## config.mk

```make
export PLATFORM = sky130hd
export DESIGN_NAME = vectored_interrupt_controller
export DESIGN_NICKNAME = d
export VERILOG_FILES = /design/src/core/vectored_interrupt_controller.v /design/src/core/vic_priority_arbiter.v /design/src/core/vic_vector_table.v
export VERILOG_INCLUDE_DIRS = /design/src /design/src/core
export SDC_FILE = /design/constraint.sdc
export NUM_CORES = 1
export LEC_CHECK = 0
export BUFFER_PORTS_ARGS = -buffer_cell sky130_fd_sc_hd__clkbuf_2
export CORE_MARGIN = 4
export CORE_UTILIZATION = 47
export CTS_CLUSTER_DIAMETER = 50
export DETAILED_ROUTE_END_ITERATION = 10
export GPL_ROUTABILITY_DRIVEN = 1
export PLACE_DENSITY = 0.9
export SLEW_MARGIN = 5
export SYNTH_ARGS = -nofsm -noshare
export SYNTH_HDL_FRONTEND = slang
export SYNTH_HIERARCHICAL = 1
export SYNTH_SLANG_ARGS = --single-unit
export TNS_END_PERCENT = 5
```

## constraint.sdc

```tcl
create_clock -name clk -period 52 [get_ports clk]
set_input_delay 2.6 -clock clk [delete_from_list [all_inputs] [get_ports clk]]
set_output_delay 2.6 -clock clk [all_outputs]
set_load 0.02 [all_outputs]
```

## src/core/vic_defs.vh

```
`ifndef VIC_DEFS_VH
`define VIC_DEFS_VH

// Source counts: thirteen external and twenty-five internal maskable sources.
`define VIC_NUM_EXT 13
`define VIC_NUM_INT 25
`define VIC_NUM_SRC 38
`define VIC_IDX_W 6
`define VIC_LAST_IDX 6'h25

// Priority groups: two specification bits per source, group 0 is highest.
`define VIC_GROUP_W 2
`define VIC_NUM_GROUPS 4
`define VIC_LEVEL_W 3
`define VIC_LEVEL_IDLE 3'h4

// Default-priority indexes of fixed sources.
`define VIC_IDX_WDT 6'h00
`define VIC_IDX_LVI 6'h01
`define VIC_IDX_PIN0 6'h02
`define VIC_IDX_SER3_TX 6'h08
`define VIC_IDX_DMA0 6'h0B
`define VIC_IDX_SER0_TX 6'h0D
`define VIC_IDX_SER1_TX 6'h10
`define VIC_IDX_TWI_DONE 6'h13
`define VIC_IDX_TIMER0 6'h14
`define VIC_IDX_SEG_B 6'h18
`define VIC_IDX_SEG_C 6'h1C

// Vector table: two-byte entries inside the first 64K of program space.
`define VIC_VEC_W 16
`define VIC_VEC_BASE_A 16'h0004
`define VIC_VEC_BASE_B 16'h0034
`define VIC_VEC_BASE_C 16'h0042
`define VIC_VEC_BREAK 16'h007E
`define VIC_VEC_STEP 16'h0002

`endif

```

## src/core/vectored_interrupt_controller.v

```verilog
// Notes on behaviour
// Each maskable source picks one of four groups.
// Higher group may interrupt a lower one in service.
// Equal groups resolved by fixed default order.
// Pending unmasked request releases stop and halt.
// Thirteen external, twenty-five internal maskable sources.
// Break instruction interrupts even with interrupts disabled.
// Break interrupt skips group arbitration entirely.
// Thirty-nine interrupt sources counting the break one.
// Vectors are two bytes, below 64K.
// Watchdog interval has top priority, vector 0004H.
// Six pin edges, priorities two to seven.
// Serial unit three: transmit, receive, error sources.
// Each DMA channel end raises own request.
// Serial zero modes share one transmit vector.
// Serial one three modes share one transmit vector.
// Two-wire bus controller end at priority nineteen.
// Timers zero to three, priorities twenty onward.
// Lower default number wins; zero is highest.
// Break interrupt uses its own vector 007EH.
// Acknowledge needs flag, unmasked, enable, outranking group.
// Acknowledge clears flag and presents vector together.
`timescale 1ns/1ps
`default_nettype none
`include "vic_defs.vh"

module vectored_interrupt_controller (
  input wire clk,
  input wire rst,
  input wire watchdogIntervalIrq,
  input wire lowVoltageIrq,
  input wire [5:0] pinEdgeIrqLow,
  input wire serial3TxIrq,
  input wire serial3RxIrq,
  input wire serial3RxErrIrq,
  input wire dmaCh0DoneIrq,
  input wire dmaCh1DoneIrq,
  input wire serial0TxIrq,
  input wire clockedSerial0Irq,
  input wire serial0RxIrq,
  input wire serial0RxErrIrq,
  input wire serial1TxIrq,
  input wire clockedSerial1Irq,
  input wire twoWireSerial1Irq,
  input wire serial1RxIrq,
  input wire serial1RxErrIrq,
  input wire twoWireBusDoneIrq,
  input wire [3:0] timerChIrqLow,
  input wire [13:0] laterIrq,
  input wire [`VIC_NUM_SRC-1:0] flagSet,
  input wire [`VIC_NUM_SRC-1:0] flagClear,
  input wire [`VIC_NUM_SRC-1:0] maskFlag,
  input wire [`VIC_NUM_SRC-1:0] priorityGroupBits0,
  input wire [`VIC_NUM_SRC-1:0] priorityGroupBits1,
  input wire globalIrqEnable,
  input wire breakInstruction,
  input wire irqAck,
  input wire irqReturn,
  output wire [`VIC_NUM_SRC-1:0] requestFlags,
  output wire irqRequest,
  output wire [`VIC_VEC_W-1:0] vectorAddr,
  output wire softwareIrq,
  output wire [`VIC_IDX_W-1:0] ackSource,
  output wire [`VIC_LEVEL_W-1:0] inServiceLevel,
  output wire [`VIC_NUM_GROUPS-1:0] inServiceGroups,
  output wire standbyRelease
);

  // Event lines in default-priority order. Shared transmit vectors simply
  // merge the mode-specific events, since only one mode runs at a time.
  // The bit order is the default priority order: bit 0 wins all ties.
  wire [`VIC_NUM_SRC-1:0] rawEvent;
  assign rawEvent[0] = watchdogIntervalIrq;
  assign rawEvent[1] = lowVoltageIrq;
  assign rawEvent[7:2] = pinEdgeIrqLow;
  assign rawEvent[8] = serial3TxIrq;
  assign rawEvent[9] = serial3RxIrq;
  assign rawEvent[10] = serial3RxErrIrq;
  assign rawEvent[11] = dmaCh0DoneIrq;
  assign rawEvent[12] = dmaCh1DoneIrq;
  assign rawEvent[13] = serial0TxIrq | clockedSerial0Irq;
  assign rawEvent[14] = serial0RxIrq;
  assign rawEvent[15] = serial0RxErrIrq;
  assign rawEvent[16] = serial1TxIrq | clockedSerial1Irq |
    twoWireSerial1Irq;
  assign rawEvent[17] = serial1RxIrq;
  assign rawEvent[18] = serial1RxErrIrq;
  assign rawEvent[19] = twoWireBusDoneIrq;
  assign rawEvent[23:20] = timerChIrqLow;
  assign rawEvent[37:24] = laterIrq;

  // Registered request toward the core and its bookkeeping.
  // The offer is rebuilt every cycle, so a higher winner may replace a
  // lower one until the core acknowledges it.
  reg reqValid_q;
  reg reqValid_d;
  reg reqSoftware_q;
  reg reqSoftware_d;
  reg [`VIC_IDX_W-1:0] reqIdx_q;
  reg [`VIC_IDX_W-1:0] reqIdx_d;
  reg [`VIC_GROUP_W-1:0] reqGroup_q;
  reg [`VIC_GROUP_W-1:0] reqGroup_d;
  reg [`VIC_VEC_W-1:0] vector_q;
  reg [`VIC_VEC_W-1:0] vector_d;
  reg breakPend_q;
  reg breakPend_d;
  reg [`VIC_NUM_GROUPS-1:0] inService_q;
  reg [`VIC_NUM_GROUPS-1:0] inService_d;
  wire [`VIC_NUM_SRC-1:0] flag_q;

  // The acknowledge only counts while a request is actually offered.
  // An acknowledge with no offer standing is ignored, not remembered.
  wire ackTaken;
  wire ackMaskable;
  wire ackBreak;
  assign ackTaken = irqAck & reqValid_q;
  assign ackMaskable = ackTaken & ~reqSoftware_q;
  assign ackBreak = ackTaken & reqSoftware_q;

  // Per-source request flags. A new event beats any clear in the same
  // cycle, so a request arriving during its own acknowledge is kept.
  // Each flag bit is its own flip-flop inside the loop and reaches the
  // shared vector through one continuous assignment, so no bit of the
  // vector has more than one driver.
  genvar g;
  generate
    for (g = 0; g < `VIC_NUM_SRC; g = g + 1) begin : srcFlag
      localparam [`VIC_IDX_W-1:0] SRC_IDX = g;
      wire ackHere;
      reg flagBit_q;
      assign ackHere = ackMaskable && (reqIdx_q == SRC_IDX);
      always @(posedge clk) begin
        if (rst) begin
          flagBit_q <= 1'b0;
        end else if (rawEvent[g] | flagSet[g]) begin
          flagBit_q <= 1'b1;
        end else if (flagClear[g] | ackHere) begin
          flagBit_q <= 1'b0;
        end
      end
      assign flag_q[g] = flagBit_q;
    end
  endgenerate

  // Only flags whose mask is clear take part in arbitration.
  // The mask is sampled every cycle, so masking withdraws a standing offer.
  wire [`VIC_NUM_SRC-1:0] pending;
  assign pending = flag_q & ~maskFlag;

  wire anyPending;
  wire [`VIC_IDX_W-1:0] winIdx;
  wire [`VIC_GROUP_W-1:0] winGroup;

  // Arbitration is purely combinational; its result is registered in the
  // offer logic below, which keeps the path to the core short.
  vic_priority_arbiter arbiter (
    .pending(pending),
    .groupBit0(priorityGroupBits0),
    .groupBit1(priorityGroupBits1),
    .anyPending(anyPending),
    .winIdx(winIdx),
    .winGroup(winGroup)
  );

  wire [`VIC_VEC_W-1:0] winVector;

  // The vector of the current winner is looked up in parallel, so the
  // offer and its vector always come from the same cycle.
  vic_vector_table vectorTable (
    .srcIdx(winIdx),
    .vectorAddr(winVector)
  );

  // Current in-service level is the highest group still being served;
  // idle means no maskable handler is active and any group may enter.
  // Level 4 is one step below group 3, so every group outranks idle.
  reg [`VIC_LEVEL_W-1:0] curLevel;
  always @* begin
    if (inService_q[0]) begin
      curLevel = 3'h0;
    end else if (inService_q[1]) begin
      curLevel = 3'h1;
    end else if (inService_q[2]) begin
      curLevel = 3'h2;
    end else if (inService_q[3]) begin
      curLevel = 3'h3;
    end else begin
      curLevel = `VIC_LEVEL_IDLE;
    end
  end

  // A maskable winner is offered only when enabled and strictly above the
  // level in service; equal groups wait for the running handler to end.
  // This is what lets a group 1 request nest over a group 2 handler.
  wire maskableEligible;
  assign maskableEligible = anyPending & globalIrqEnable &
    ({1'b0, winGroup} < curLevel);

  // Break request latch. It sets on the instruction and clears on its
  // acknowledge; a new instruction in the same cycle keeps it set.
  // The break interrupt has no flag or mask of its own, only this latch.
  always @* begin
    breakPend_d = breakPend_q;
    if (ackBreak) begin
      breakPend_d = 1'b0;
    end
    if (breakInstruction) begin
      breakPend_d = 1'b1;
    end
  end

  // Offer selection. The break interrupt is ranked ahead of everything and
  // ignores the enable and the group levels. After any acknowledge the
  // offer drops for one cycle so a stale winner is never offered twice.
  always @* begin
    reqValid_d = 1'b0;
    reqSoftware_d = 1'b0;
    reqIdx_d = reqIdx_q;
    reqGroup_d = reqGroup_q;
    vector_d = vector_q;
    if (ackTaken) begin
      reqValid_d = 1'b0;
    end else if (breakPend_q) begin
      reqValid_d = 1'b1;
      reqSoftware_d = 1'b1;
      vector_d = `VIC_VEC_BREAK;
    end else if (maskableEligible) begin
      reqValid_d = 1'b1;
      reqIdx_d = winIdx;
      reqGroup_d = winGroup;
      vector_d = winVector;
    end
  end

  // In-service tracking. Entry marks the accepted group; a return from a
  // maskable handler retires the highest group in service, which is the
  // innermost nested one. Break entry marks no group, but a return after a break handler retires one too.
  // A return with no group in service changes nothing.
  always @* begin
    inService_d = inService_q;
    if (irqReturn) begin
      if (inService_q[0]) begin
        inService_d[0] = 1'b0;
      end else if (inService_q[1]) begin
        inService_d[1] = 1'b0;
      end else if (inService_q[2]) begin
        inService_d[2] = 1'b0;
      end else begin
        inService_d[3] = 1'b0;
      end
    end
    if (ackMaskable) begin
      inService_d[reqGroup_q] = 1'b1;
    end
  end

  // State registers.
  // The in-service groups clear only on a return or reset and the break latch on its
  // acknowledge or reset; a handler that never returns keeps its group blocked until then.
  always @(posedge clk) begin
    if (rst) begin
      reqValid_q <= 1'b0;
      reqSoftware_q <= 1'b0;
      reqIdx_q <= {`VIC_IDX_W{1'b0}};
      reqGroup_q <= 2'h0;
      vector_q <= {`VIC_VEC_W{1'b0}};
      breakPend_q <= 1'b0;
      inService_q <= {`VIC_NUM_GROUPS{1'b0}};
    end else begin
      reqValid_q <= reqValid_d;
      reqSoftware_q <= reqSoftware_d;
      reqIdx_q <= reqIdx_d;
      reqGroup_q <= reqGroup_d;
      vector_q <= vector_d;
      breakPend_q <= breakPend_d;
      inService_q <= inService_d;
    end
  end

  // Standby release follows any unmasked pending flag and ignores the
  // global enable, so a sleeping core wakes even with interrupts off.
  // The one-cycle register delay is harmless: waking is not time critical.
  reg standby_q;
  always @(posedge clk) begin
    if (rst) begin
      standby_q <= 1'b0;
    end else begin
      standby_q <= |pending;
    end
  end

  // Outputs.
  // Level and groups are views of one register, so they never disagree.
  assign requestFlags = flag_q;
  assign irqRequest = reqValid_q;
  assign vectorAddr = vector_q;
  assign softwareIrq = reqSoftware_q;
  assign ackSource = reqIdx_q;
  assign inServiceLevel = curLevel;
  assign inServiceGroups = inService_q;
  assign standbyRelease = standby_q;

endmodule

`default_nettype wire

```

## src/core/vic_priority_arbiter.v

```verilog
`timescale 1ns/1ps
`default_nettype none
`include "vic_defs.vh"

module vic_priority_arbiter (
  input wire [`VIC_NUM_SRC-1:0] pending,
  input wire [`VIC_NUM_SRC-1:0] groupBit0,
  input wire [`VIC_NUM_SRC-1:0] groupBit1,
  output reg anyPending,
  output reg [`VIC_IDX_W-1:0] winIdx,
  output reg [`VIC_GROUP_W-1:0] winGroup
);

  integer i;
  reg [`VIC_GROUP_W-1:0] grp;

  // Scan from the lowest default priority upward; a source replaces the
  // current pick when its group is at least as high, so the lower index
  // wins among equals.
  always @* begin
    grp = 2'h0;
    anyPending = 1'b0;
    winIdx = {`VIC_IDX_W{1'b0}};
    winGroup = 2'h3;
    for (i = `VIC_NUM_SRC - 1; i >= 0; i = i - 1) begin
      grp = {groupBit1[i], groupBit0[i]};
      if (pending[i] && (!anyPending || grp <= winGroup)) begin
        anyPending = 1'b1;
        winIdx = i[`VIC_IDX_W-1:0];
        winGroup = grp;
      end
    end
  end

endmodule

`default_nettype wire

```

## src/core/vic_vector_table.v

```verilog
`timescale 1ns/1ps
`default_nettype none
`include "vic_defs.vh"

module vic_vector_table (
  input wire [`VIC_IDX_W-1:0] srcIdx,
  output reg [`VIC_VEC_W-1:0] vectorAddr
);

  reg [`VIC_VEC_W-1:0] offs;

  // Three runs of two-byte entries; the first two adjoin, and the gap between the
  // second and third holds vectors of other functions and is never produced here.
  always @* begin
    offs = {{(`VIC_VEC_W-`VIC_IDX_W){1'b0}}, srcIdx};
    if (srcIdx >= `VIC_IDX_SEG_C) begin
      vectorAddr = `VIC_VEC_BASE_C + `VIC_VEC_STEP *
        (offs - {10'h000, `VIC_IDX_SEG_C});
    end else if (srcIdx >= `VIC_IDX_SEG_B) begin
      vectorAddr = `VIC_VEC_BASE_B + `VIC_VEC_STEP *
        (offs - {10'h000, `VIC_IDX_SEG_B});
    end else begin
      vectorAddr = `VIC_VEC_BASE_A + `VIC_VEC_STEP * offs;
    end
  end

endmodule

`default_nettype wire

```

# Word-level counts from Yosys, hierarchy flattened
# Cells that the tools add are included.
# classes
add_sub_neg,5
order_cmp,42
eq_ne,37
muxes,210
bitwise,90
n_reduce_logical,195
# ops
cell,count
$mux 6,38
$mux 1,121
$eq 6x5->1 const B,16
$reduce_bool 2->1,40
$or 1x1->1,79
$mux 2,39
$logic_and 1x1->1,76
$le 2x2->1,37
$mux 16,4
$eq 6x4->1 const B,8
$and 38x38->38,1
$not 38->38,1
$reduce_or 38->1,1
$logic_not 1->1,37
$logic_or 1x1->1,37
$eq 6x6->1 const B,6
$eq 6x3->1 const B,4
$add 6x16->16 const A,1
$add 7x16->16 const A,1
$mux 3,5
$sub 6x5->7 const B,2
$eq 6x2->1 const B,2
$ge 6x5->1 const B,2
$add 3x7->8 const A,1
13 further kinds,20
# word_totals
reg_bits,70
out_inout_bits,70
wordCells,625

# Depth between registers and ports, before layout
# Gate-level depths: netlist of run 1.
# logic_depth
ltp_word,157
mapped_depth,275
mapped_depth_nobuf,271

# Hierarchy
# Netlist of run 1, hierarchy kept.
# modules_own_cells
mod,n_inst,cells_per_inst,area_per_inst_um2,seq_area_each_um2
vic_priority_arbiter,1,689,4485.6,0.0
vectored_interrupt_controller,1,423,3548.4,1401.3
vic_vector_table,1,91,648.1,0.0

# Worst setup path before layout of run 1
# No wires, ideal clock.
# synth_path
path_type,input to register
start,input maskFlag[37]
end,"register vector_q[10], in the netlist vectorAddr[10]"
arrival_ps,48525
path_slack_ps,3358
cell_stages,250
cell_sequence,nor2b_1 > inv_1 > nor2_1 > ha_1 > a221o_1 > a32oi_1 > inv_1 > ha_1 > nor2b_1 > o221ai_1 > nand2_1 > a21oi_1 > ha_1 > nor2b_1 > o311ai_0 > a21oi_1 > a221oi_1 > inv_1 > [... 214 more ...] > and2_1 > a21oi_1 > ha_1 > nor2b_1 > o21ai_0 > o21a_1 > nor2_1 > nand3_1 > or2_2 > a21oi_1 > ha_1 > inv_1 > ha_1 > a21oi_1 > a21oi_1 > a31o_2 > buf_4 > a22o_1
# synth_via
elab_chain_cells,157
# synth_rtl
element,line,source
"start, declared",vectored_interrupt_controller.v:52,"input wire [`VIC_NUM_SRC-1:0] maskFlag,"
$not 38->38 *,vectored_interrupt_controller.v:148,assign pending = flag_q & ~maskFlag;
$and 38x38->38 *,vectored_interrupt_controller.v:148,
$mux 2 or $mux 1 (tied branches),vic_priority_arbiter.v:27,if (pending[i] && (!anyPending || grp <= winGroup)) begin
$le 2x2->1 or $logic_not 1->1 (tied branches),vic_priority_arbiter.v:27,
$logic_or 1x1->1,vic_priority_arbiter.v:27,
$logic_and 1x1->1,vic_priority_arbiter.v:27,
$mux 2 or $mux 1 (tied branches),vic_priority_arbiter.v:27,
$le 2x2->1 or $logic_not 1->1 (tied branches),vic_priority_arbiter.v:27,
[... 143 more ...],--,
named net winIdx[4],vectored_interrupt_controller.v:151,wire [`VIC_IDX_W-1:0] winIdx;
$sub 6x5->7,vic_vector_table.v:21,"(offs - {10'h000, `VIC_IDX_SEG_B});"
$add 6x16->16 (no line),--,
$mux 16,vic_vector_table.v:19,end else if (srcIdx >= `VIC_IDX_SEG_B) begin
$mux 16 *,vic_vector_table.v:16,if (srcIdx >= `VIC_IDX_SEG_C) begin
named net winVector[10],vectored_interrupt_controller.v:165,wire [`VIC_VEC_W-1:0] winVector;
$mux 16 *,vectored_interrupt_controller.v:227,end else if (maskableEligible) begin
$mux 16 *,vectored_interrupt_controller.v:223,end else if (breakPend_q) begin
"end signal, assigned",vectored_interrupt_controller.v:266,vector_q <= {`VIC_VEC_W{1'b0}};
"end signal, assigned",vectored_interrupt_controller.v:274,vector_q <= vector_d;
"end, declared",vectored_interrupt_controller.v:103,reg [`VIC_VEC_W-1:0] vector_q;
# The timed path passes the listed nets; every way through them passes the cells marked *. The select of a mux whose other input is x is not followed.
# A chain may end at the register's enable or synchronous reset.

# Worst setup path in the final report of run 1
# layout_path
start,input maskFlag[37]
end,"register vector_q[6], in the netlist vectorAddr[6]"
# layout_via
elab_chain_cells,157
# layout_rtl
element,line,source
$not 38->38 *,vectored_interrupt_controller.v:148,
$and 38x38->38 *,vectored_interrupt_controller.v:148,
named net pending[37],vectored_interrupt_controller.v:147,wire [`VIC_NUM_SRC-1:0] pending;
$mux 2 or $mux 1 (tied branches),vic_priority_arbiter.v:27,
$le 2x2->1 or $logic_not 1->1 (tied branches),vic_priority_arbiter.v:27,
$logic_or 1x1->1,vic_priority_arbiter.v:27,
$logic_and 1x1->1,vic_priority_arbiter.v:27,
$mux 2 or $mux 1 (tied branches),vic_priority_arbiter.v:27,
[... 144 more ...],--,
named net winIdx[4],vectored_interrupt_controller.v:151,
$sub 6x5->7,vic_vector_table.v:21,
$add 6x16->16 (no line),--,
$mux 16,vic_vector_table.v:19,
$mux 16 *,vic_vector_table.v:16,
named net winVector[6],vectored_interrupt_controller.v:165,
$mux 16 *,vectored_interrupt_controller.v:227,
$mux 16 *,vectored_interrupt_controller.v:223,
# Marks and branches as above.

==> results of run 1 <==
-- per-stage QoR --
stage | power [mW] | instance area, sq um
floorplan | 0.487 | 8680
global placement | 0.710 | 11000
detailed placement | 0.733 | 11000
CTS | 0.798 | 11200
global route | 0.914 | 11600
finish | 0.838 | 11600
-- path summary, 6_finish.rpt --
check | from | to | slack, ns | cells after the start
max | maskFlag[37] | vectorAddr[6] | 2.49 | 255
max reg2reg | srcFlag[37].flagBit_q | vectorAddr[6] | 4.42 | 254
min | vectorAddr[10] | vectorAddr[10] | 0.48 | 1
min reg2reg | vectorAddr[10] | vectorAddr[10] | 0.48 | 1
-- cell families (layout without fill, tap and decap cells) --
logic type	count (synthesis)	in the layout	share of synthesized area, %
multiplexers	17	17	2.10
adder cells (fa/ha/maj)	85	85	12.2
AO/OA/AOI/OAI	378	378	29.3
XOR/XNOR	5	5	0.504
other	1	1	0.0432
AND/OR/NAND/NOR	470	470	29.7
buffers and inverters	177	561	10.0
flip-flops	70	70	16.1
-- where the power goes --
group          switching, mW  leakage (nW)  internal [mW]
Combinational          0.362          5.06          0.343
Clock                 0.0276         0.128         0.0322
Sequential            0.0109         0.582         0.0619
-- final cells by class --
| type | count | area (sq um) | area share, % |
|---|---|---|---|
| clock buffer | 10 | 229 | 1.98 |
| inverter | 104 | 390 | 3.37 |
| clock inverter | 6 | 38.8 | 0.335 |
| timing repair buffer | 441 | 2560 | 22.1 |
| tap | 229 | 287 | 2.47 |
| multi-input combinational | 956 | 6690 | 57.7 |
| sequential | 70 | 1400 | 12.1 |
-- layout by cell type (no fill, tap or decap), types with 5 or more instances in the layout --
cell       Yosys  final
a21o_1        13     13
a21oi_1       92     87
a21oi_2        1      6
a221o_1        6      5
a22o_1        12     12
a31o_2        14     14
a31oi_1       12     10
and2_1        16     15
and3_1         9      8
buf_4         47    134
clkbuf_16      0      9
clkbuf_2       0    306
dfxtp_1       70     70
ha_1          84     84
inv_1        104    104
mux2_2        10     10
nand2_1       92     90
nand2b_1      20     19
nand3_1       27     27
nand4_1        5      5
nor2_1        97     93
nor2b_1       99     98
nor3_1        16     13
nor4_1        24     24
nor4b_1       10      9
o211ai_1      14     14
o21a_1        16     14
o21ai_0       99     77
o21ai_1        6     22
o21ai_2        0      6
o311ai_0      12     11
o31ai_1        7      5
or2_2          7      7
or3_1          8      8
or4_1          5      5
-- registers in the layout, indices dropped and copies added, names as in the netlist --
name	count
ackSource	6
breakPend_q	1
inServiceGroups	4
irqRequest	1
reqGroup_q	2
softwareIrq	1
srcFlag.flagBit_q	38
standbyRelease	1
vectorAddr	16
-- metal layers --
metal  track usage (%)  share of wire, %
met5                 0             0.037
met4              13.3               4.5
met3              5.69                11
met2              53.6                46
met1              40.4                39
-- what timing repair did --
action	4_1_cts	5_1_grt
gates resized for setup	0	80
hold endpoints to repair	0	0
setup buffers	0	9
endpoints found under the setup margin	0	25
==> summary.txt, run 1 <==
Run status
  • Status: complete, no violations

Cells and area
  • Post-Layout Cell Count: 1816
  • Nets: 1903
  • Layout cell share with drive strength beyond 1: 35.8%
  • Layout fillers: 1528
  • Final core occ: 64.1%
  • Synth-to-layout area growth: 33.5%
  • N_diodes: 0

Timing
  • Max Clock Skew: 0.00869 ns
  • # setup viols final: 0
  • Final Hold Fails: 0
  • Post-route setup slack: 2.49 ns
  • Fin crit period: between 40 and 50 ns
  • Setup TNS: 0 ns
  • Final period utilization: 95.2%
  • Max-slew violations: 0
  • Measured slew at the worst slew-check pin: around 1.4 ns
  • WHS: 0.480 ns
  • Max Fclk: 20.2 MHz
  • Slew Limit Headroom: 5.53%

Setup path
  • Arr. time, crit path: 49.80 ns
  • Crit path max-delay family: compound AO/OA/AOI/OAI gates
  • Critical path launch point type: input pin
  • Setup crit end kind: flip-flop
  • Crit path top cell by count: ha_1
  • Critical Path Max Stage Delay: ~0.65 ns
  • CP bufs+invs: 23
  • Slowest cell on the critical path: or4b_2
  • Crit path required time: 52.29 ns
  • Critical path type: in -> reg
  • CP max FO: 8

Yosys
  • Yosys warning count: 6
  • Distinct cells, synth: 94
  • Ys async rst share: 0%
  • Sequential share of the synthesized area: between 10% and 20%
  • Post-synth EDFFs: 0
  • Synthesized area: 8680 sq um
  • Post-synth top flop: dfxtp_1
  • Most numerous cell in the Yosys netlist: inv_1
  • Mapped Nets: 1524
  • Seq cells post-synth: 70
  • Syn Area/Cell: ~7.2 sq um
  • Synth top cells by count: inv_1 (104), nor2b_1 (99), o21ai_0 (99)
  • Top post-synthesis cells by area: dfxtp_1 (16%), ha_1 (12%), nor2b_1 (7.1%), o21ai_0 (5.7%), a21oi_1 (5.3%)
  • Area leader, netlist: dfxtp_1
  • Top cell type's share of synthesized area: 16.1%
  • Mapped Cells: about 1200

Clock tree
  • CTS Buf Count: 9
  • Hold-fix buffers, CTS: 0
  • Clk Latency, worst-skew pair: 0.35 ns
  • CTS Sinks: 70
  • Clock Tree Root: clkbuf_16
  • H-tree levels: 3
  • Clock-pin slew on the worst setup and hold paths: 0.06 ns
  • Clock Path Buffers: 2
  • CTS tree: yes

Global routing
  • Largest net degree at the start of global routing: 56
  • GRT Total Usage: 32.0%
  • Vias in the first global route: 10374
  • GRT overflow: 0
  • Global-route wire length before repair: roughly 52 mm
  • Antenna violations before repair: 2

Place
  • Placer congestion estimate: 1.03
  • Port bufs: between 300 and 400
  • Placed Cells: 1791
  • Post-detail-place hpwl: between 20 and 30 mm
  • Post-placement setup slack: 1.15 ns

Min path
  • Path type of the worst min-delay path: reg -> reg

Routing
  • Via count: 10974
  • Antenna Nets Post-Route: 0
  • TritonRoute pass-1 iters: 6
  • DRT iter0 DRCs: 888
  • Drc violations: 0
  • DR WL/cell: 19.4 um
  • Post-Route WL: 35.3 mm
  • Vias per cell: 6.04

Floorplanning
  • Die span in y: 144 um
  • Core area: 18100 sq um
  • I/O pin count: between 300 and 400
  • Row count: 49
  • Die Wd: 144 um
  • Die ar.: 20700 sq um
  • Initial Util: 48.0%

Run
  • # Max-Cap Violations: 0

Power and ir drop
  • Pwr dens: ~72 nW/um^2
  • Pleak: 5.77 nW
  • VDD IR max: between 0.04 and 0.05 mV
Note: power is estimated with default switching activity, not from simulation.
==> run 2, diff against run 1 <==
--- a/config.mk
+++ b/config.mk
@@ -13,6 +13,7 @@
 export DETAILED_ROUTE_END_ITERATION = 10
 export GPL_ROUTABILITY_DRIVEN = 1
 export PLACE_DENSITY = 0.9
+export REMOVE_ABC_BUFFERS = 1
 export SLEW_MARGIN = 5
 export SYNTH_ARGS = -nofsm -noshare
 export SYNTH_HDL_FRONTEND = slang
==> run 2 against run 1 <==
  * First-iteration DRC count decreased by 14%
  * Via count down 0.37%
  * Critical path depth fell by 2
  * Global-route usage fell by 0.20 points
  * Cell count is 0.44% lower
  * Combinational power about the same
  * Clock skew is 0.0073 ns higher
  * Utilization is 0.24 points higher
  * Critical path type unchanged
  * Clock power up 19%
  * Count of clock-buffer cells in the layout unchanged
  * Sequential power is 2.7% higher
  * Register-to-register slack is essentially flat
==> summary.txt, run 2 (synthesized netlist as in run 1, its figures left out) <==
Setup path
  • Critical Path Max Stage Delay: 0.64 ns (was 0.65 ns)
  • Setup crit end kind: flip-flop (unchanged)
  • Worst r2r src: srcFlag[37].flagBit_q (unchanged)
  • CP bufs+invs: 20 (was 23)
  • Slowest cell on the critical path: or4b_2 (unchanged)
  • Arr. time, crit path: 49.79 ns (was 49.80 ns)
  • CP max FO: 8 (unchanged)
  • Critical path launch point type: input pin (unchanged)
  • Critical path type: in -> reg (unchanged)
  • Crit path required time: 52.29 ns (about the same)
  • Crit path top cell by count: ha_1 (unchanged)
  • Crit path max-delay family: compound AO/OA/AOI/OAI gates (unchanged)
  • Crit path launch: maskFlag[37] (unchanged)

Floorplanning
  • I/O pin count: 307 (unchanged)
  • Die span in y: 144 um (unchanged)
  • Die ar.: 20700 sq um (unchanged)
  • Row count: 49 (unchanged)
  • Die Wd: 144 um (unchanged)
  • Initial Util: 48.0% (unchanged)
  • Core area: 18100 sq um (unchanged)

Cells and area
  • Biggest register: srcFlag.flagBit_q (unchanged)
  • Layout cell share with drive strength beyond 1: 36.1% (was 35.8%)
  • Most frequent cells in the layout: clkbuf_2 (306), buf_4 (125), inv_1 (104), nor2b_1 (96), nor2_1 (93) (was clkbuf_2 (306), buf_4 (134), inv_1 (104), nor2b_1 (98), nor2_1 (93))
  • Footprint of the multi-input gates: 6740 sq um (was 6690 sq um)
  • Synth-to-layout area growth: 34.0% (was 33.5%)
  • Nets: 1894 (was 1903)
  • Max FFs per register: 38 (unchanged)
  • Register area: 1400 sq um (unchanged)
  • Post-Layout Cell Count: 1808 (was 1816)
  • Commonest non-fill, non-tap cell in the layout: clkbuf_2 (unchanged)
  • Layout fillers: 1500 (was 1528)

Clock tree
  • CTS tree: yes (unchanged)
  • Clock Tree Root: clkbuf_16 (unchanged)
  • H-tree levels: 3 (unchanged)
  • CTS Sinks: 70 (unchanged)
  • Clk Latency, worst-skew pair: 0.36 ns (was 0.35 ns)
  • Clock Path Buffers: 2 (unchanged)
  • CTS Buf Count: 9 (unchanged)
  • Hold-fix buffers, CTS: 0 (unchanged)
  • Clock-pin slew on the worst setup and hold paths: 0.06 ns (about the same)

Global routing
  • GRT overflow: 0 (unchanged)
  • Global-route wire length before repair: 52.2 mm (was 52.5 mm)
  • Vias in the first global route: 10259 (was 10374)
  • GRT Total Usage: 31.8% (was 32.0%)
  • Antenna violations before repair: 0 (was 2)
  • Largest net degree at the start of global routing: 56 (unchanged)

Timing
  • Max-slew violations: 0 (unchanged)
  • WHS: 0.478 ns (was 0.480 ns)
  • Final Hold Fails: 0 (unchanged)
  • # setup viols final: 0 (unchanged)
  • Max Fclk: 20.2 MHz (about the same)
  • Slew Limit Headroom: 17.5% (was 5.53%)
  • Fin crit period: 49.50 ns (was 49.51 ns)
  • Setup TNS: 0 ns (unchanged)
  • Max Clock Skew: 0.0159 ns (was 0.00869 ns)
  • Measured slew at the worst slew-check pin: 1.23 ns (was 1.40 ns)
  • Final period utilization: 95.2% (about the same)

Power and ir drop
  • Total power: 0.851 mW (was 0.838 mW)
  • Pleak: 5.77 nW (about the same)
  • Pwr dens: 73.1 nW/um^2 (was 72.3 nW/um^2)
  • VDD IR max: 0.0511 mV (was 0.0449 mV)

Routing
  • Post-Route WL: 35.2 mm (was 35.3 mm)
  • Vias per cell: 6.05 (was 6.04)
  • Via count: 10933 (was 10974)
  • TritonRoute pass-1 iters: 6 (unchanged)
  • DRT iter0 DRCs: 763 (was 888)
  • Drc violations: 0 (unchanged)
  • DR WL/cell: 19.5 um (was 19.4 um)
  • Antenna Nets Post-Route: 0 (unchanged)

Place
  • Post-detail-place hpwl: 27.9 mm (was 28.3 mm)
  • Placer congestion estimate: 1.01 (was 1.03)
  • Placed Cells: 1776 (was 1791)
  • Port bufs: 306 (unchanged)

Min path
  • Path type of the worst min-delay path: reg -> reg (unchanged)
  • Hold Startpoint: vectorAddr[13] (was vectorAddr[10])

Run status
  • Status: complete, no violations (unchanged)

Run
  • # Max-Cap Violations: 0 (unchanged)
[run 2: cell count changes in the layout (fill, tap and decap cells not counted), moves of 2 or more]
cell       delta
buf_4         -9
o21ai_2       +5
o21ai_0       -4
clkinv_2      -3
bufinv_16     +2
nand2_1       -2
nand2_2       +2
nor2b_1       -2
[run 2: routing by layer]
layer  track usage (%)  routed length, um  vias up
met5                 0                  0        -
met3              6.62               3390      137
met2              53.3              16300      672
li1                  -                  -     5096
met1              39.6              13800     5028
met4              12.9               1650        0
[run 2: layout make-up]
type | count | area share (%)
Timing Repair Buffer | 432 | 21.4
Clock inverter | 6 | 0.807
Multi-Input combinational cell | 956 | 57.9
Tap cell | 229 | 2.46
Sequential cell | 70 | 12.0
Inverter | 104 | 3.36
Antenna cell | 1 | 0.0215
Clock buffer | 10 | 1.97
[run 2: through the flow]
stage                     util [%]  cell area (sq um)  setup WS, ns
after CTS                     61.9              11200         0.138
after global routing          64.3              11600        -0.649
after detailed placement      60.1              10900       -0.0431
after global placement        60.1              10900          1.72
after floorplan                  -               8200          3.04
final                         64.3              11600          2.50
[run 2: worst paths after layout]
path	end	cells after the start	slack, ns
worst max-delay path	vectorAddr[6]	253	2.50
worst min-delay path	vectorAddr[13]	1	0.48
worst max register to register	vectorAddr[6]	252	4.41
worst min register to register	vectorAddr[13]	1	0.48
[run 2: report_power, final]
part | switching, mW | leakage (nW) | internal, mW
Sequential | 0.0129 | 0.582 | 0.0619
Clock | 0.0285 | 0.153 | 0.0425
Combinational | 0.364 | 5.04 | 0.341
[run 2: what timing repair did]
action | 4_1_cts | 5_1_grt
pin swaps | 0 | 19
setup buffers | 0 | 15
setup endpoints to repair | 1 | 25
resized for setup | 1 | 98
==> run 3, diff against run 2 <==
--- a/config.mk
+++ b/config.mk
@@ -7,6 +7,7 @@
 export NUM_CORES = 1
 export LEC_CHECK = 0
 export BUFFER_PORTS_ARGS = -buffer_cell sky130_fd_sc_hd__clkbuf_2
+export CORE_ASPECT_RATIO = 0.5
 export CORE_MARGIN = 4
 export CORE_UTILIZATION = 47
 export CTS_CLUSTER_DIAMETER = 50
==> run 3 against run 2 <==
  * Utilization down 0.25 points
  * Largest cell class unchanged
  * Critical path depth is 4 lower
  * Sequential power down 1%
==> summary.txt, run 3 (synthesized netlist as in run 1, its figures left out) <==
Timing
  • Final period utilization: 94.2% (was 95.2%)
  • Max-slew violations: 0 (unchanged)
  • Final Hold Fails: 0 (unchanged)
  • # setup viols final: 0 (unchanged)
  • Slew Limit Headroom: 17.0% (was 17.5%)
  • Fin crit period: 49.01 ns (was 49.50 ns)
  • Max Fclk: 20.4 MHz (was 20.2 MHz)
  • Max Clock Skew: 0.00938 ns (was 0.0159 ns)
  • Measured slew at the worst slew-check pin: 1.23 ns (about the same)
  • Post-route setup slack: 2.99 ns (was 2.50 ns)

Clock tree
  • Hold-fix buffers, CTS: 0 (unchanged)
  • H-tree levels: 3 (unchanged)
  • CTS Buf Count: 9 (unchanged)
  • Clk Latency, worst-skew pair: 0.34 ns (was 0.36 ns)
  • Clock-pin slew on the worst setup and hold paths: 0.07 ns (was 0.06 ns)
  • Clock Path Buffers: 2 (unchanged)
  • CTS tree: yes (unchanged)
  • CTS Sinks: 70 (unchanged)
  • Clock Tree Root: clkbuf_16 (unchanged)

Setup path
  • Critical path type: in -> reg (unchanged)
  • Crit path top cell by count: ha_1 (unchanged)
  • Arr. time, crit path: 49.28 ns (was 49.79 ns)
  • Setup crit end kind: flip-flop (unchanged)
  • Crit path required time: 52.28 ns (was 52.29 ns)
  • Slowest cell on the critical path: or4b_2 (unchanged)
  • CP max FO: 7 (was 8)
  • Critical path launch point type: input pin (unchanged)
  • Critical Path Max Stage Delay: 0.62 ns (was 0.64 ns)

Run status
  • Status: complete, no violations (unchanged)

Global routing
  • GRT Total Usage: 29.7% (was 31.8%)
  • Vias in the first global route: 9650 (was 10259)
  • GRT overflow: 0 (unchanged)
  • Global-route wire length before repair: 51.0 mm (was 52.2 mm)
  • Antenna violations before repair: 0 (unchanged)
  • Largest net degree at the start of global routing: 56 (unchanged)

Routing
  • Post-Route WL: 34.3 mm (was 35.2 mm)
  • Via count: 10653 (was 10933)
  • DRT iter0 DRCs: 983 (was 763)
  • Antenna Nets Post-Route: 0 (unchanged)
  • Vias per cell: 5.97 (was 6.05)
  • Drc violations: 0 (unchanged)
  • TritonRoute pass-1 iters: 6 (unchanged)
  • DR WL/cell: 19.2 um (was 19.5 um)

Min path
  • Path type of the worst min-delay path: reg -> reg (unchanged)

Power and ir drop
  • Pwr dens: 71.6 nW/um^2 (was 73.1 nW/um^2)
  • VDD IR max: 0.0951 mV (was 0.0511 mV)
  • Pleak: 5.63 nW (was 5.77 nW)

Place
  • Placer congestion estimate: 1.04 (was 1.01)
  • Port bufs: 306 (unchanged)
  • Post-detail-place hpwl: 27.9 mm (about the same)
  • Post-placement setup slack: -0.579 ns (was -0.0431 ns)
  • Placed instance area: 10700 sq um (was 10900 sq um)

Floorplanning
  • Initial Util: 48.9% (was 48.0%)
  • Row count: 34 (was 49)
  • Die Wd: 200 um (was 144 um)
  • Die span in y: 104 um (was 144 um)
  • I/O pin count: 307 (unchanged)
  • Die ar.: 20800 sq um (was 20700 sq um)
  • Core area: 17700 sq um (was 18100 sq um)

Cells and area
  • N_diodes: 0 (was 1)
  • Cell area after layout: 11400 sq um (was 11600 sq um)
  • Max FFs per register: 38 (unchanged)
  • Biggest register: srcFlag.flagBit_q (unchanged)
  • Commonest non-fill, non-tap cell in the layout: clkbuf_2 (unchanged)
  • Layout cell share with drive strength beyond 1: 34.4% (was 36.1%)
  • Most frequent cells in the layout: clkbuf_2 (306), inv_1 (104), nor2b_1 (96), buf_4 (96), nor2_1 (94) (was clkbuf_2 (306), buf_4 (125), inv_1 (104), nor2b_1 (96), nor2_1 (93))
  • Synth-to-layout area growth: 30.9% (was 34.0%)
  • Layout fillers: 1541 (was 1500)
  • Nets: 1866 (was 1894)
  • Final core occ: 64.1% (was 64.3%)
  • Register area: 1400 sq um (unchanged)
  • Footprint of the multi-input gates: 6700 sq um (was 6740 sq um)

Run
  • # Max-Cap Violations: 0 (unchanged)
-- run 3: changes by cell type in the layout (fill, tap and decap cells not counted), sizes merged --
cell,previous run,this run
clkinv,2,3
bufinv,2,0
buf,126,98
inv,105,106
diode,1,0
-- run 3: layout make-up --
| type | count | share of cell area [%] |
|---|---|---|
| timing repair buffer | 404 | 20.2 |
| clock inverter | 6 | 0.473 |
| inverter | 104 | 3.43 |
| multi-input combinational | 956 | 58.9 |
| clock buffer | 10 | 2.10 |
| tap | 234 | 2.58 |
| sequential | 70 | 12.3 |
-- run 3: worst paths after layout --
kind,endpoint,start,cells past startpoint,slack [ns]
max,vectorAddr[5],maskFlag[37],249,2.99
min,vectorAddr[10],vectorAddr[10],1,0.48
max reg2reg,vectorAddr[5],srcFlag[36].flagBit_q,247,4.88
min reg2reg,vectorAddr[10],vectorAddr[10],1,0.48
-- run 3: worst max-delay path: cells and delay by family --
family	cells	cell delay (ns)
AO/OA/AOI/OAI	102	18.82
adder cells (fa/ha/maj)	38	10.15
buffers and inverters	19	1.98
multiplexers	12	3.42
AND/OR/NAND/NOR	78	12.16
-- run 3: power breakdown --
group | internal, mW | switching [mW]
logic | 0.324 | 0.355
registers | 0.0619 | 0.0121
clock network | 0.0344 | 0.0267
total | 0.420 | 0.394
-- run 3: routing by layer --
metal	vias up	global-route usage [%]	wire length (um)
li1	5039	-	-
met5	-	0	0
met4	0	10.5	1440
met2	549	49.4	15800
met1	4942	38.4	13800
met3	123	6.14	3220
-- run 3: through the flow --
step | power (mW) | hold WS [ns] | TNS [ns] | std cells
5_1_grt | 0.884 | 0.490 | -4.57 | 1784
3_5_place_dp | 0.705 | 0.455 | -8.35 | 1751
2_1_floorplan | 0.473 | 0.471 | 0 | 1130
6_report | 0.814 | 0.479 | 0 | 1784
3_3_place_gp | 0.692 | 0.457 | 0 | 1751
4_1_cts | 0.774 | 0.480 | 0 | 1767
-- run 3: what timing repair did --
item	4_1_cts	5_1_grt
setup buffers	0	17
resized for setup	4	81
endpoints found under the setup margin	25	25
pin swaps	0	17
